### config.mk
export PLATFORM = sky130hd
export DESIGN_NAME = lptc_top
export DESIGN_NICKNAME = d
export VERILOG_FILES = /design/src/rtl/lptc_pkg.sv /design/src/rtl/lptc_pin_sync.sv /design/src/rtl/lptc_match_chan.sv /design/src/rtl/lptc_top.sv
export VERILOG_INCLUDE_DIRS = /design/src /design/src/rtl
export SDC_FILE = /design/constraint.sdc
export NUM_CORES = 1
export LEC_CHECK = 0
export BUFFER_PORTS_ARGS = -buffer_cell sky130_fd_sc_hd__buf_2
export CORE_ASPECT_RATIO = 0.7
export CORE_UTILIZATION = 61
export CTS_BUF_LIST = sky130_fd_sc_hd__clkbuf_8
export DETAILED_ROUTE_END_ITERATION = 8
export GPL_TIMING_DRIVEN = 0
export PLACE_DENSITY = 0.8
export SLEW_MARGIN = 0
export SYNTH_ARGS = -nofsm -noshare
export SYNTH_HDL_FRONTEND = slang
export SYNTH_SLANG_ARGS = --single-unit
### constraint.sdc
create_clock -name i_clock -period 3.5 [get_ports i_clock]
set_input_delay 0.7 -clock i_clock [delete_from_list [all_inputs] [get_ports i_clock]]
set_output_delay 0.7 -clock i_clock [all_outputs]
set_load 0.01 [all_outputs]
### src/rtl/lptc_params.svh
// Constants of the low power tick counter: offsets, field positions, limits
`ifndef LPTC_PARAMS_SVH
`define LPTC_PARAMS_SVH

// Bus geometry
`define LPTC_ADDR_W       12
`define LPTC_DATA_W       32
`define LPTC_STRB_W       4
`define LPTC_CNT_W        24
`define LPTC_NFLAG        3

// Register byte offsets
`define LPTC_OFF_CTRL     12'h000
`define LPTC_OFF_CNT      12'h004
`define LPTC_OFF_MATCH0   12'h008
`define LPTC_OFF_MATCH1   12'h00c
`define LPTC_OFF_FLAGS    12'h010
`define LPTC_OFF_FSET     12'h014
`define LPTC_OFF_FCLR     12'h018
`define LPTC_OFF_IEN      12'h01c
`define LPTC_OFF_HOLD     12'h020
`define LPTC_OFF_PEND     12'h024

// Control field positions
`define LPTC_CTRL_EN      0
`define LPTC_CTRL_RUNH    1
`define LPTC_CTRL_TOP     2

// Flag field positions, shared by flags, set, clear and enable registers
`define LPTC_FLG_WRAP     0
`define LPTC_FLG_M0       1
`define LPTC_FLG_M1       2

// Pending-transfer field positions
`define LPTC_PND_CTRL     0
`define LPTC_PND_M0       1
`define LPTC_PND_M1       2

// Limits and reset values
`define LPTC_CNT_MAX      24'hffffff
`define LPTC_CNT_RST      24'h000000
`define LPTC_CNT_ONE      24'h000001
`define LPTC_RESP_OKAY    2'h0
`define LPTC_RESP_SLVERR  2'h2
`define LPTC_WORD_LSB     2'h0

`endif

### src/rtl/lptc_pkg.sv
// State types of the low power tick counter
`default_nettype none
`include "lptc_params.svh"

package lptc_pkg;

  // Pin synchroniser state
  typedef struct packed {
    logic s1;   // First stage, read only by the second
    logic s2;   // Second stage
    logic s3;   // Third stage
    logic lvl;  // Filtered level
  } lptc_sync_type;

  // Compare channel state
  typedef struct packed {
    logic pulse;  // Event network pulse, one counter cycle
    logic start;  // Timer start, one bus cycle
  } lptc_chan_type;

  // Top level state
  typedef struct packed {
    logic [2:0]                  ctrl_sh;   // Control as written
    logic [2:0]                  ctrl_act;  // Control as used by the counter
    logic [`LPTC_CNT_W-1:0]      m0_sh;
    logic [`LPTC_CNT_W-1:0]      m0_act;
    logic [`LPTC_CNT_W-1:0]      m1_sh;
    logic [`LPTC_CNT_W-1:0]      m1_act;
    logic [2:0]                  pend;      // Transfers not yet taken over
    logic [`LPTC_CNT_W-1:0]      cnt;
    logic [`LPTC_NFLAG-1:0]      flags;
    logic [`LPTC_NFLAG-1:0]      ien;
    logic                        hold;
    logic                        tick_prev;
    logic                        aw_held;
    logic [`LPTC_ADDR_W-1:0]     aw_addr;
    logic                        w_held;
    logic [`LPTC_DATA_W-1:0]     w_data;
    logic [`LPTC_STRB_W-1:0]     w_strb;
    logic                        awready;
    logic                        wready;
    logic                        bvalid;
    logic [1:0]                  bresp;
    logic                        arready;
    logic                        rvalid;
    logic [1:0]                  rresp;
    logic [`LPTC_DATA_W-1:0]     rdata;
    logic                        irq;
  } lptc_top_type;

endpackage : lptc_pkg

`default_nettype wire

### src/rtl/lptc_pin_sync.sv
// Three-stage synchroniser with agreement filter for one pin
`timescale 1ns/10ps
`default_nettype none

module lptc_pin_sync (
  input  wire logic i_clock,  // Bus clock
  input  wire logic i_nrst,   // Asynchronous reset, active low
  input  wire logic i_pin,    // Asynchronous input
  output var  logic o_level   // Filtered level
);

  lptc_pkg::lptc_sync_type st_q;  // Registered state
  lptc_pkg::lptc_sync_type st_d;  // Next state

  // Shift chain; the level follows only once two late stages agree
  always_comb begin
    st_d     = st_q;
    st_d.s1  = i_pin;
    st_d.s2  = st_q.s1;
    st_d.s3  = st_q.s2;
    if (st_q.s2 == st_q.s3) begin
      st_d.lvl = st_q.s3;
    end
  end

  // State register
  always_ff @(posedge i_clock or negedge i_nrst) begin
    if (!i_nrst) begin
      st_q <= '0;
    end else begin
      st_q <= st_d;
    end
  end

  assign o_level = st_q.lvl;

endmodule : lptc_pin_sync

`default_nettype wire

### src/rtl/lptc_match_chan.sv
// One compare channel: match detect, event pulse and timer start
`timescale 1ns/10ps
`default_nettype none
`include "lptc_params.svh"

module lptc_match_chan #(
  parameter int W = `LPTC_CNT_W  // Count width
) (
  input  wire logic         i_clock,  // Bus clock
  input  wire logic         i_nrst,   // Asynchronous reset, active low
  input  wire logic         i_tick,   // Counter tick, one cycle
  input  wire logic         i_run,    // Counter advances this cycle
  input  wire logic [W-1:0] i_count,  // Current count
  input  wire logic [W-1:0] i_value,  // Compare value in use
  output logic              o_hit,    // Match this cycle
  output var  logic         o_pulse,  // Event network pulse
  output var  logic         o_start   // Timer start pulse
);

  lptc_pkg::lptc_chan_type st_q;  // Registered state
  lptc_pkg::lptc_chan_type st_d;  // Next state

  // A match only counts on a tick that advances the counter
  assign o_hit = i_run && (i_count == i_value);

  // Pulse spans one counter period: set on the match, dropped on the next tick
  always_comb begin
    st_d       = st_q;
    st_d.start = o_hit;
    if (o_hit) begin
      st_d.pulse = 1'b1;
    end else if (i_tick) begin
      st_d.pulse = 1'b0;
    end
  end

  // State register
  always_ff @(posedge i_clock or negedge i_nrst) begin
    if (!i_nrst) begin
      st_q <= '0;
    end else begin
      st_q <= st_d;
    end
  end

  assign o_pulse = st_q.pulse;
  assign o_start = st_q.start;

endmodule : lptc_match_chan

`default_nettype wire

### src/rtl/lptc_top.sv
// Low power tick counter: AXI4-Lite registers, counter, two compare channels
`timescale 1ns/10ps
`default_nettype none
`include "lptc_params.svh"

module lptc_top (
  input  wire logic                     i_clock,       // Bus clock, 125 MHz
  input  wire logic                     i_nrst,        // Asynchronous reset, active low
  input  wire logic                     i_lf_tick,     // Prescaled low frequency clock pin
  input  wire logic                     i_debug_halt,  // Debugger halt, same clock
  input  wire logic                     i_awvalid,
  output var  logic                     o_awready,
  input  wire logic [`LPTC_ADDR_W-1:0]  i_awaddr,
  input  wire logic                     i_wvalid,
  output var  logic                     o_wready,
  input  wire logic [`LPTC_DATA_W-1:0]  i_wdata,
  input  wire logic [`LPTC_STRB_W-1:0]  i_wstrb,
  output var  logic                     o_bvalid,
  input  wire logic                     i_bready,
  output var  logic [1:0]               o_bresp,
  input  wire logic                     i_arvalid,
  output var  logic                     o_arready,
  input  wire logic [`LPTC_ADDR_W-1:0]  i_araddr,
  output var  logic                     o_rvalid,
  input  wire logic                     i_rready,
  output var  logic [`LPTC_DATA_W-1:0]  o_rdata,
  output var  logic [1:0]               o_rresp,
  output var  logic                     o_irq,         // Level interrupt
  output var  logic [1:0]               o_match_pulse, // Event network pulses
  output var  logic [1:0]               o_timer_start  // Timer start pulses
);

  lptc_pkg::lptc_top_type st_q;  // Registered state
  lptc_pkg::lptc_top_type st_d;  // Next state

  logic                    lf_level;  // Filtered low frequency clock
  logic                    tick;      // One cycle per counter clock edge
  logic                    load;      // Pending values are taken over now
  logic [2:0]              ctrl_eff;  // Control in force this tick
  logic [`LPTC_CNT_W-1:0]  m0_eff;    // Match zero in force this tick
  logic [`LPTC_CNT_W-1:0]  m1_eff;    // Match one in force this tick
  logic [`LPTC_CNT_W-1:0]  top;       // Value at which the count returns to zero
  logic                    run;       // Counter advances this cycle
  logic                    hit0;      // Match on channel zero
  logic                    hit1;      // Match on channel one
  logic                    do_wr;     // Write executes this cycle
  logic [`LPTC_DATA_W-1:0] wmask;     // Byte lanes of the write

  // Pin from the low frequency domain is filtered before use
  lptc_pin_sync u_tick_sync (
    .i_clock (i_clock),
    .i_nrst  (i_nrst),
    .i_pin   (i_lf_tick),
    .o_level (lf_level)
  );

  // Rising edge of the filtered level is the counter clock edge
  assign tick = lf_level && !st_q.tick_prev;

  // Freeze holds new settings back so several can land on one tick
  assign load = tick && !st_q.hold;
  // Settings written since the last tick take effect on this one
  always_comb begin
    ctrl_eff = (load && st_q.pend[`LPTC_PND_CTRL]) ? st_q.ctrl_sh : st_q.ctrl_act;
    m0_eff   = (load && st_q.pend[`LPTC_PND_M0]) ? st_q.m0_sh : st_q.m0_act;
    m1_eff   = (load && st_q.pend[`LPTC_PND_M1]) ? st_q.m1_sh : st_q.m1_act;
  end

  // Counting gate: enabled, and not frozen by a halted debugger
  assign run = tick && ctrl_eff[`LPTC_CTRL_EN]
               && (!i_debug_halt || ctrl_eff[`LPTC_CTRL_RUNH]);

  // Top value selection
  assign top = ctrl_eff[`LPTC_CTRL_TOP] ? m0_eff : `LPTC_CNT_MAX;

  // Compare channel zero
  lptc_match_chan #(
    .W (`LPTC_CNT_W)
  ) u_chan0 (
    .i_clock (i_clock),
    .i_nrst  (i_nrst),
    .i_tick  (tick),
    .i_run   (run),
    .i_count (st_q.cnt),
    .i_value (m0_eff),
    .o_hit   (hit0),
    .o_pulse (o_match_pulse[0]),
    .o_start (o_timer_start[0])
  );

  // Compare channel one
  lptc_match_chan #(
    .W (`LPTC_CNT_W)
  ) u_chan1 (
    .i_clock (i_clock),
    .i_nrst  (i_nrst),
    .i_tick  (tick),
    .i_run   (run),
    .i_count (st_q.cnt),
    .i_value (m1_eff),
    .o_hit   (hit1),
    .o_pulse (o_match_pulse[1]),
    .o_start (o_timer_start[1])
  );

  // A write runs once both address and data are held and no response waits
  assign do_wr = st_q.aw_held && st_q.w_held && !st_q.bvalid;

  // Byte lanes expanded to bits
  always_comb begin
    for (int i = 0; i < `LPTC_STRB_W; i++) begin
      wmask[i*8 +: 8] = {8{st_q.w_strb[i]}};
    end
  end

  // Merge written lanes into an old value
  function automatic logic [`LPTC_DATA_W-1:0] lptc_merge(
    input logic [`LPTC_DATA_W-1:0] old_v,
    input logic [`LPTC_DATA_W-1:0] new_v,
    input logic [`LPTC_DATA_W-1:0] mask
  );
    lptc_merge = (old_v & ~mask) | (new_v & mask);
  endfunction : lptc_merge

  // Whole next-state computation
  always_comb begin
    logic [`LPTC_DATA_W-1:0]  wbits;   // Written data within lanes
    logic [`LPTC_DATA_W-1:0]  rd;      // Read data before registering
    logic                     rd_ok;   // Read address is mapped
    logic                     wr_ok;   // Write address is mapped
    logic [`LPTC_NFLAG-1:0]   f_set;   // Flags set this cycle
    logic [`LPTC_NFLAG-1:0]   f_clr;   // Flags cleared this cycle
    logic [2:0]               p_new;   // Transfers started this cycle
    wbits = st_q.w_data & wmask;
    rd    = '0;
    rd_ok = 1'b1;
    wr_ok = 1'b1;
    f_set = '0;
    f_clr = '0;
    p_new = '0;
    st_d  = st_q;
    st_d.tick_prev = lf_level;

    // Take over settings at the tick and retire their busy bits
    if (load) begin
      st_d.ctrl_act = ctrl_eff;
      st_d.m0_act   = m0_eff;
      st_d.m1_act   = m1_eff;
      st_d.pend     = '0;
    end

    // Counter update
    if (tick && !ctrl_eff[`LPTC_CTRL_EN]) begin
      st_d.cnt = `LPTC_CNT_RST;
    end else if (run && (st_q.cnt == top)) begin
      st_d.cnt = `LPTC_CNT_RST;
      f_set[`LPTC_FLG_WRAP] = 1'b1;
    end else if (run) begin
      st_d.cnt = st_q.cnt + `LPTC_CNT_ONE;
    end

    // Match flags
    f_set[`LPTC_FLG_M0] = hit0;
    f_set[`LPTC_FLG_M1] = hit1;

    // Write address channel
    if (i_awvalid && st_q.awready) begin
      st_d.aw_held = 1'b1;
      st_d.aw_addr = i_awaddr;
    end
    // Write data channel
    if (i_wvalid && st_q.wready) begin
      st_d.w_held = 1'b1;
      st_d.w_data = i_wdata;
      st_d.w_strb = i_wstrb;
    end

    // Write execution; only the defined low bits are kept
    if (do_wr) begin
      unique case ({st_q.aw_addr[`LPTC_ADDR_W-1:2], `LPTC_WORD_LSB})
        `LPTC_OFF_CTRL: begin
          st_d.ctrl_sh = 3'(lptc_merge({29'h0, st_q.ctrl_sh}, st_q.w_data, wmask));
          p_new[`LPTC_PND_CTRL] = 1'b1;
        end
        `LPTC_OFF_MATCH0: begin
          st_d.m0_sh = (`LPTC_CNT_W)'(lptc_merge({8'h0, st_q.m0_sh}, st_q.w_data, wmask));
          p_new[`LPTC_PND_M0] = 1'b1;
        end
        `LPTC_OFF_MATCH1: begin
          st_d.m1_sh = (`LPTC_CNT_W)'(lptc_merge({8'h0, st_q.m1_sh}, st_q.w_data, wmask));
          p_new[`LPTC_PND_M1] = 1'b1;
        end
        `LPTC_OFF_FSET: begin
          f_set = f_set | wbits[`LPTC_NFLAG-1:0];
        end
        `LPTC_OFF_FCLR: begin
          f_clr = wbits[`LPTC_NFLAG-1:0];
        end
        `LPTC_OFF_IEN: begin
          st_d.ien = (`LPTC_NFLAG)'(lptc_merge({29'h0, st_q.ien}, st_q.w_data, wmask));
        end
        `LPTC_OFF_HOLD: begin
          st_d.hold = 1'(lptc_merge({31'h0, st_q.hold}, st_q.w_data, wmask));
        end
        // Count, flags and busy bits are read only; writes there are dropped
        `LPTC_OFF_CNT, `LPTC_OFF_FLAGS, `LPTC_OFF_PEND: begin
          wr_ok = 1'b1;
        end
        default: begin
          wr_ok = 1'b0;
        end
      endcase
      st_d.aw_held = 1'b0;
      st_d.w_held  = 1'b0;
      st_d.bvalid  = 1'b1;
      st_d.bresp   = wr_ok ? `LPTC_RESP_OKAY : `LPTC_RESP_SLVERR;
    end else if (st_q.bvalid && i_bready) begin
      st_d.bvalid = 1'b0;
    end

    // Busy bits: a fresh write keeps its bit set across a same-cycle take-over
    st_d.pend = st_d.pend | p_new;

    // Flags: hardware or software set wins over a clear in the same cycle
    st_d.flags = (st_q.flags & ~f_clr) | f_set;

    // Read channel
    if (i_arvalid && st_q.arready) begin
      unique case ({i_araddr[`LPTC_ADDR_W-1:2], `LPTC_WORD_LSB})
        `LPTC_OFF_CTRL:   rd[2:0] = st_q.ctrl_sh;
        `LPTC_OFF_CNT:    rd[`LPTC_CNT_W-1:0] = st_q.cnt;
        `LPTC_OFF_MATCH0: rd[`LPTC_CNT_W-1:0] = st_q.m0_sh;
        `LPTC_OFF_MATCH1: rd[`LPTC_CNT_W-1:0] = st_q.m1_sh;
        `LPTC_OFF_FLAGS:  rd[`LPTC_NFLAG-1:0] = st_q.flags;
        `LPTC_OFF_FSET,
        `LPTC_OFF_FCLR:   rd = '0;
        `LPTC_OFF_IEN:    rd[`LPTC_NFLAG-1:0] = st_q.ien;
        `LPTC_OFF_HOLD:   rd[0] = st_q.hold;
        `LPTC_OFF_PEND:   rd[2:0] = st_q.pend;
        default:          rd_ok = 1'b0;
      endcase
      st_d.rvalid = 1'b1;
      st_d.rdata  = rd;
      st_d.rresp  = rd_ok ? `LPTC_RESP_OKAY : `LPTC_RESP_SLVERR;
    end else if (st_q.rvalid && i_rready) begin
      st_d.rvalid = 1'b0;
    end

    // Ready flags: one transaction per direction in flight
    st_d.awready = !st_d.aw_held && !st_d.bvalid;
    st_d.wready  = !st_d.w_held && !st_d.bvalid;
    st_d.arready = !st_d.rvalid;

    // Interrupt from the next flag and enable values, so it is a flop output
    st_d.irq = |(st_d.flags & st_d.ien);
  end

  // State register; everything resets to zero, count included
  always_ff @(posedge i_clock or negedge i_nrst) begin
    if (!i_nrst) begin
      st_q <= '0;
    end else begin
      st_q <= st_d;
    end
  end

  // Outputs straight from the state register
  assign o_awready = st_q.awready;
  assign o_wready  = st_q.wready;
  assign o_bvalid  = st_q.bvalid;
  assign o_bresp   = st_q.bresp;
  assign o_arready = st_q.arready;
  assign o_rvalid  = st_q.rvalid;
  assign o_rdata   = st_q.rdata;
  assign o_rresp   = st_q.rresp;
  assign o_irq     = st_q.irq;
endmodule : lptc_top

`default_nettype wire

==> flow_summary.ini <==
[sta]
min_period_ns = 3.368
setup_viol = 0
fin_crit_sh_pct = 96.23
setup_tns_ns = 0
finalMaxSlewViolations = 0
fmax_ghz = 0.2969
final_hold_viol_count = 0
worst_clock_skew_ns = 0.01950
fin_ws_ns = 0.1319
maxSlewHeadroom_pct = 24.55
worst_slew_pin_slew_ns = 1.121

[setup_path]
path_cells = and4bb_1 -> buf_6 -> buf_6 -> mux2_4 -> a2111oi_2 -> nand4_1 -> a21oi_1 -> nand4_1 -> o21ai_2 -> buf_2 -> nor2_1
crit_required_ns = 3.88
crit_path_start_kind = flip-flop
crit_arrival_ns = 3.74
worst-path-buf-inv = 3
end_kind = flip-flop
slowest_delay_ns = 0.48
critPathSlowestCell = dfrtp_1
crit_type = reg -> reg
cp_top_family = simple AND/OR/NAND/NOR gates
cp_max_fo = 10

[run]
max-cap-violations = 0

[drt]
detail-route-antenna-nets = 0
via_per_inst = 5.969
drt_iter0_drc = 869
drcViolationCount = 0
drt-pass1-iter-count = 6
wl_per_cell_um = 20.07
vias = 8285
totalWireLength_um = 27860

[clock_network]
clk_pin_slew_ns = 0.06
cts_tree = yes
htree_levels = 2
cts_buffer_depth = 3
clk_latency_ns = 0.51
cts_made_buffers = 34
ctsHoldBuffers = 0
clock_sinks = 216
root_buffer = clkbuf_8

[grt]
grt_pass1_vias = 7912
antenna_found_initial = 0
grt_overflow = 0
grt_pass1_wl_um = 43680
grt_max_degree = 124
gr-usage-all-layers_pct = 31.87

[finish]
synthToLayoutAreaGrowth_pct = 14.28
drive_above_1_share_pct = 28.61
mostFrequentLayoutCell = dfrtp_1
nets = 1205
n_antenna_cell = 0
layout_common_cells = 216 x dfrtp_1, 138 x nand2_1, 122 x mux2_2

[logic_synthesis]
synth_top_area_share_pct = 50.43
yosys_warnings = 0
synth_edf_count = 0
synthMuxAreaShare_pct = 16.20
synthAdderAreaFrac_pct = 0.2101
synth_compound_area_share_pct = 8.277
yosysSeqAreaShare_pct = 50.43
synth_area_um2 = 10720
synth_area_leaders = dfrtp_1 50%, mux2_2 13%, nand2_1 4.8%
synth_top_family_by_area = multiplexers
synth_cells = 994
synth_cell_types = 68
synthXorXnorAreaFrac_pct = 4.086
synth_seq_cells = 216
syn_area_per_cell_um2 = 10.78
synth-simple-area-share_pct = 14.56
synthArstFlopShare_pct = 100.0
synth_flop_cell = dfrtp_1
yosysTopAreaCell = dfrtp_1

[pwr]
netSwitchingPower_mw = 1.562
clkPwrFrac_pct = 35.7
cellPowerDensity_nw_per_um2 = 474.5
leakagePower_nw = 6.106
sw_frac_of_total_pct = 26.88
seqPwrFrac_pct = 52.5
power_frac_comb_pct = 11.8
power.total_mw = 5.811
internal_power_mw = 4.249
ir_drop_uv = 403.9

[placed_design]
hpwl_um = 20150
preCtsSetupSlack_ns = -0.02584
place_congestion = 1.012
portBuffers = 91

[run_status]
status = finished clean

[floorplan]
fp.coreArea_um2 = 17170
rows = 40
initial_utilization_pct = 62.43
num_io_pins = 115
die-area_um2 = 18110
die_y_um = 112.9
die_width_um = 160.4

[hold_path]
hp-class = in -> async
[metal layers]
| metal | track usage [%] | vias to the layer above | part of all wire, % |
|---|---|---|---|
| met5 | 0 | - | 0 |
| met4 | 12.06 | 0 | 3.1 |
| met3 | 10.41 | 68 | 12 |
| met2 | 44.30 | 435 | 41 |
| met1 | 46.39 | 4089 | 43 |
| li1 | - | 3693 | - |
[power groups by stage]
| stage | clock [mW] | sequential [mW] | combinational, mW |
|---|---|---|---|
| CTS | 2.10 | 3.05 | 0.691 |
| global route | 2.21 | 3.10 | 0.757 |
| finish | 2.07 | 3.05 | 0.686 |
| global placement | 0 | 3.08 | 0.654 |
| detailed placement | 0 | 3.09 | 0.685 |
| floorplan | 0 | 3.00 | 0.474 |
[layout make-up]
class                   count  area (um^2)
well taps                 231        289.0
repair buffers             96        543.0
inverters                  39        146.4
plain buffers              90        521.8
flip-flops and latches    216         5405
clock buffers              43        591.8
fillers                  1298         4918
clock inverters            15        65.06
multi-input cells         658         4686
[synth_stat cells, types with 5 or more instances]
master     count
mux2i_1       26
nor2b_1       10
nand4_1        9
o22ai_1       10
dfrtp_1      216
a21oi_1       12
nor4_1        13
xnor2_1       20
mux2_2       122
xor2_1        30
nor3_1        11
and2_1         6
buf_4         41
a22oi_1       29
nand2b_1      36
nand2_1      138
nor2_1        44
nand4b_1       5
inv_1         38
o21ai_0       33
clkbuf_1      40
o2111ai_1      6
nand3_1       12
[logic make-up (layout without fill, tap and decap cells)]
kind of cell / Yosys count / in the layout
and+or+nand+nor: 313 / 313
adders and majority gates: 2 / 2
AOI/OAI and AO/OA: 129 / 129
xor gates and xnor gates: 50 / 50
buffers and inverters: 129 / 283
other: 1 / 10
muxes: 154 / 154
DFF: 216 / 216
[stage by stage]
step | instance area [um^2] | instances | utilization, % | hold slack (ns)
5_1_grt | 12250 | 1388 | 71.35 | 0.2800
3_3_place_gp | 11500 | 1325 | 66.97 | 0.3419
6_report | 12250 | 1388 | 71.35 | 0.2307
4_1_cts | 12220 | 1385 | 71.21 | 0.2786
3_5_place_dp | 11560 | 1327 | 67.35 | 0.3363
2_1_floorplan | 10750 | 1003 | - | 0.3312
[repair_timing]
item	in CTS	in global routing
pin swaps	1	2
endpoints found under the setup margin	20	22
buffers inserted	0	3
resized for setup	2	2
[path summary, 6_finish.rpt]
path	slack [ns]	startpoint	end	cells past startpoint
setup reg to reg	0.13	flip-flop	st_q[120]$_DFFE_PN0P_	11
max in group asynchronous	2.34	i_nrst	st_q[49]$_DFFE_PN0P_	3
hold reg to reg	0.37	u_tick_sync.st_d[2]$_DFF_PN0_	u_tick_sync.st_d[1]$_DFF_PN0_	0
setup / recovery	0.13	flip-flop	st_q[120]$_DFFE_PN0P_	11
min in group i_clock	0.29	i_lf_tick	u_tick_sync.st_d[2]$_DFF_PN0_	1
hold / removal	0.23	i_nrst	st_q[149]$_DFFE_PN0N_	2
Power figures use the tool's default switching activity.
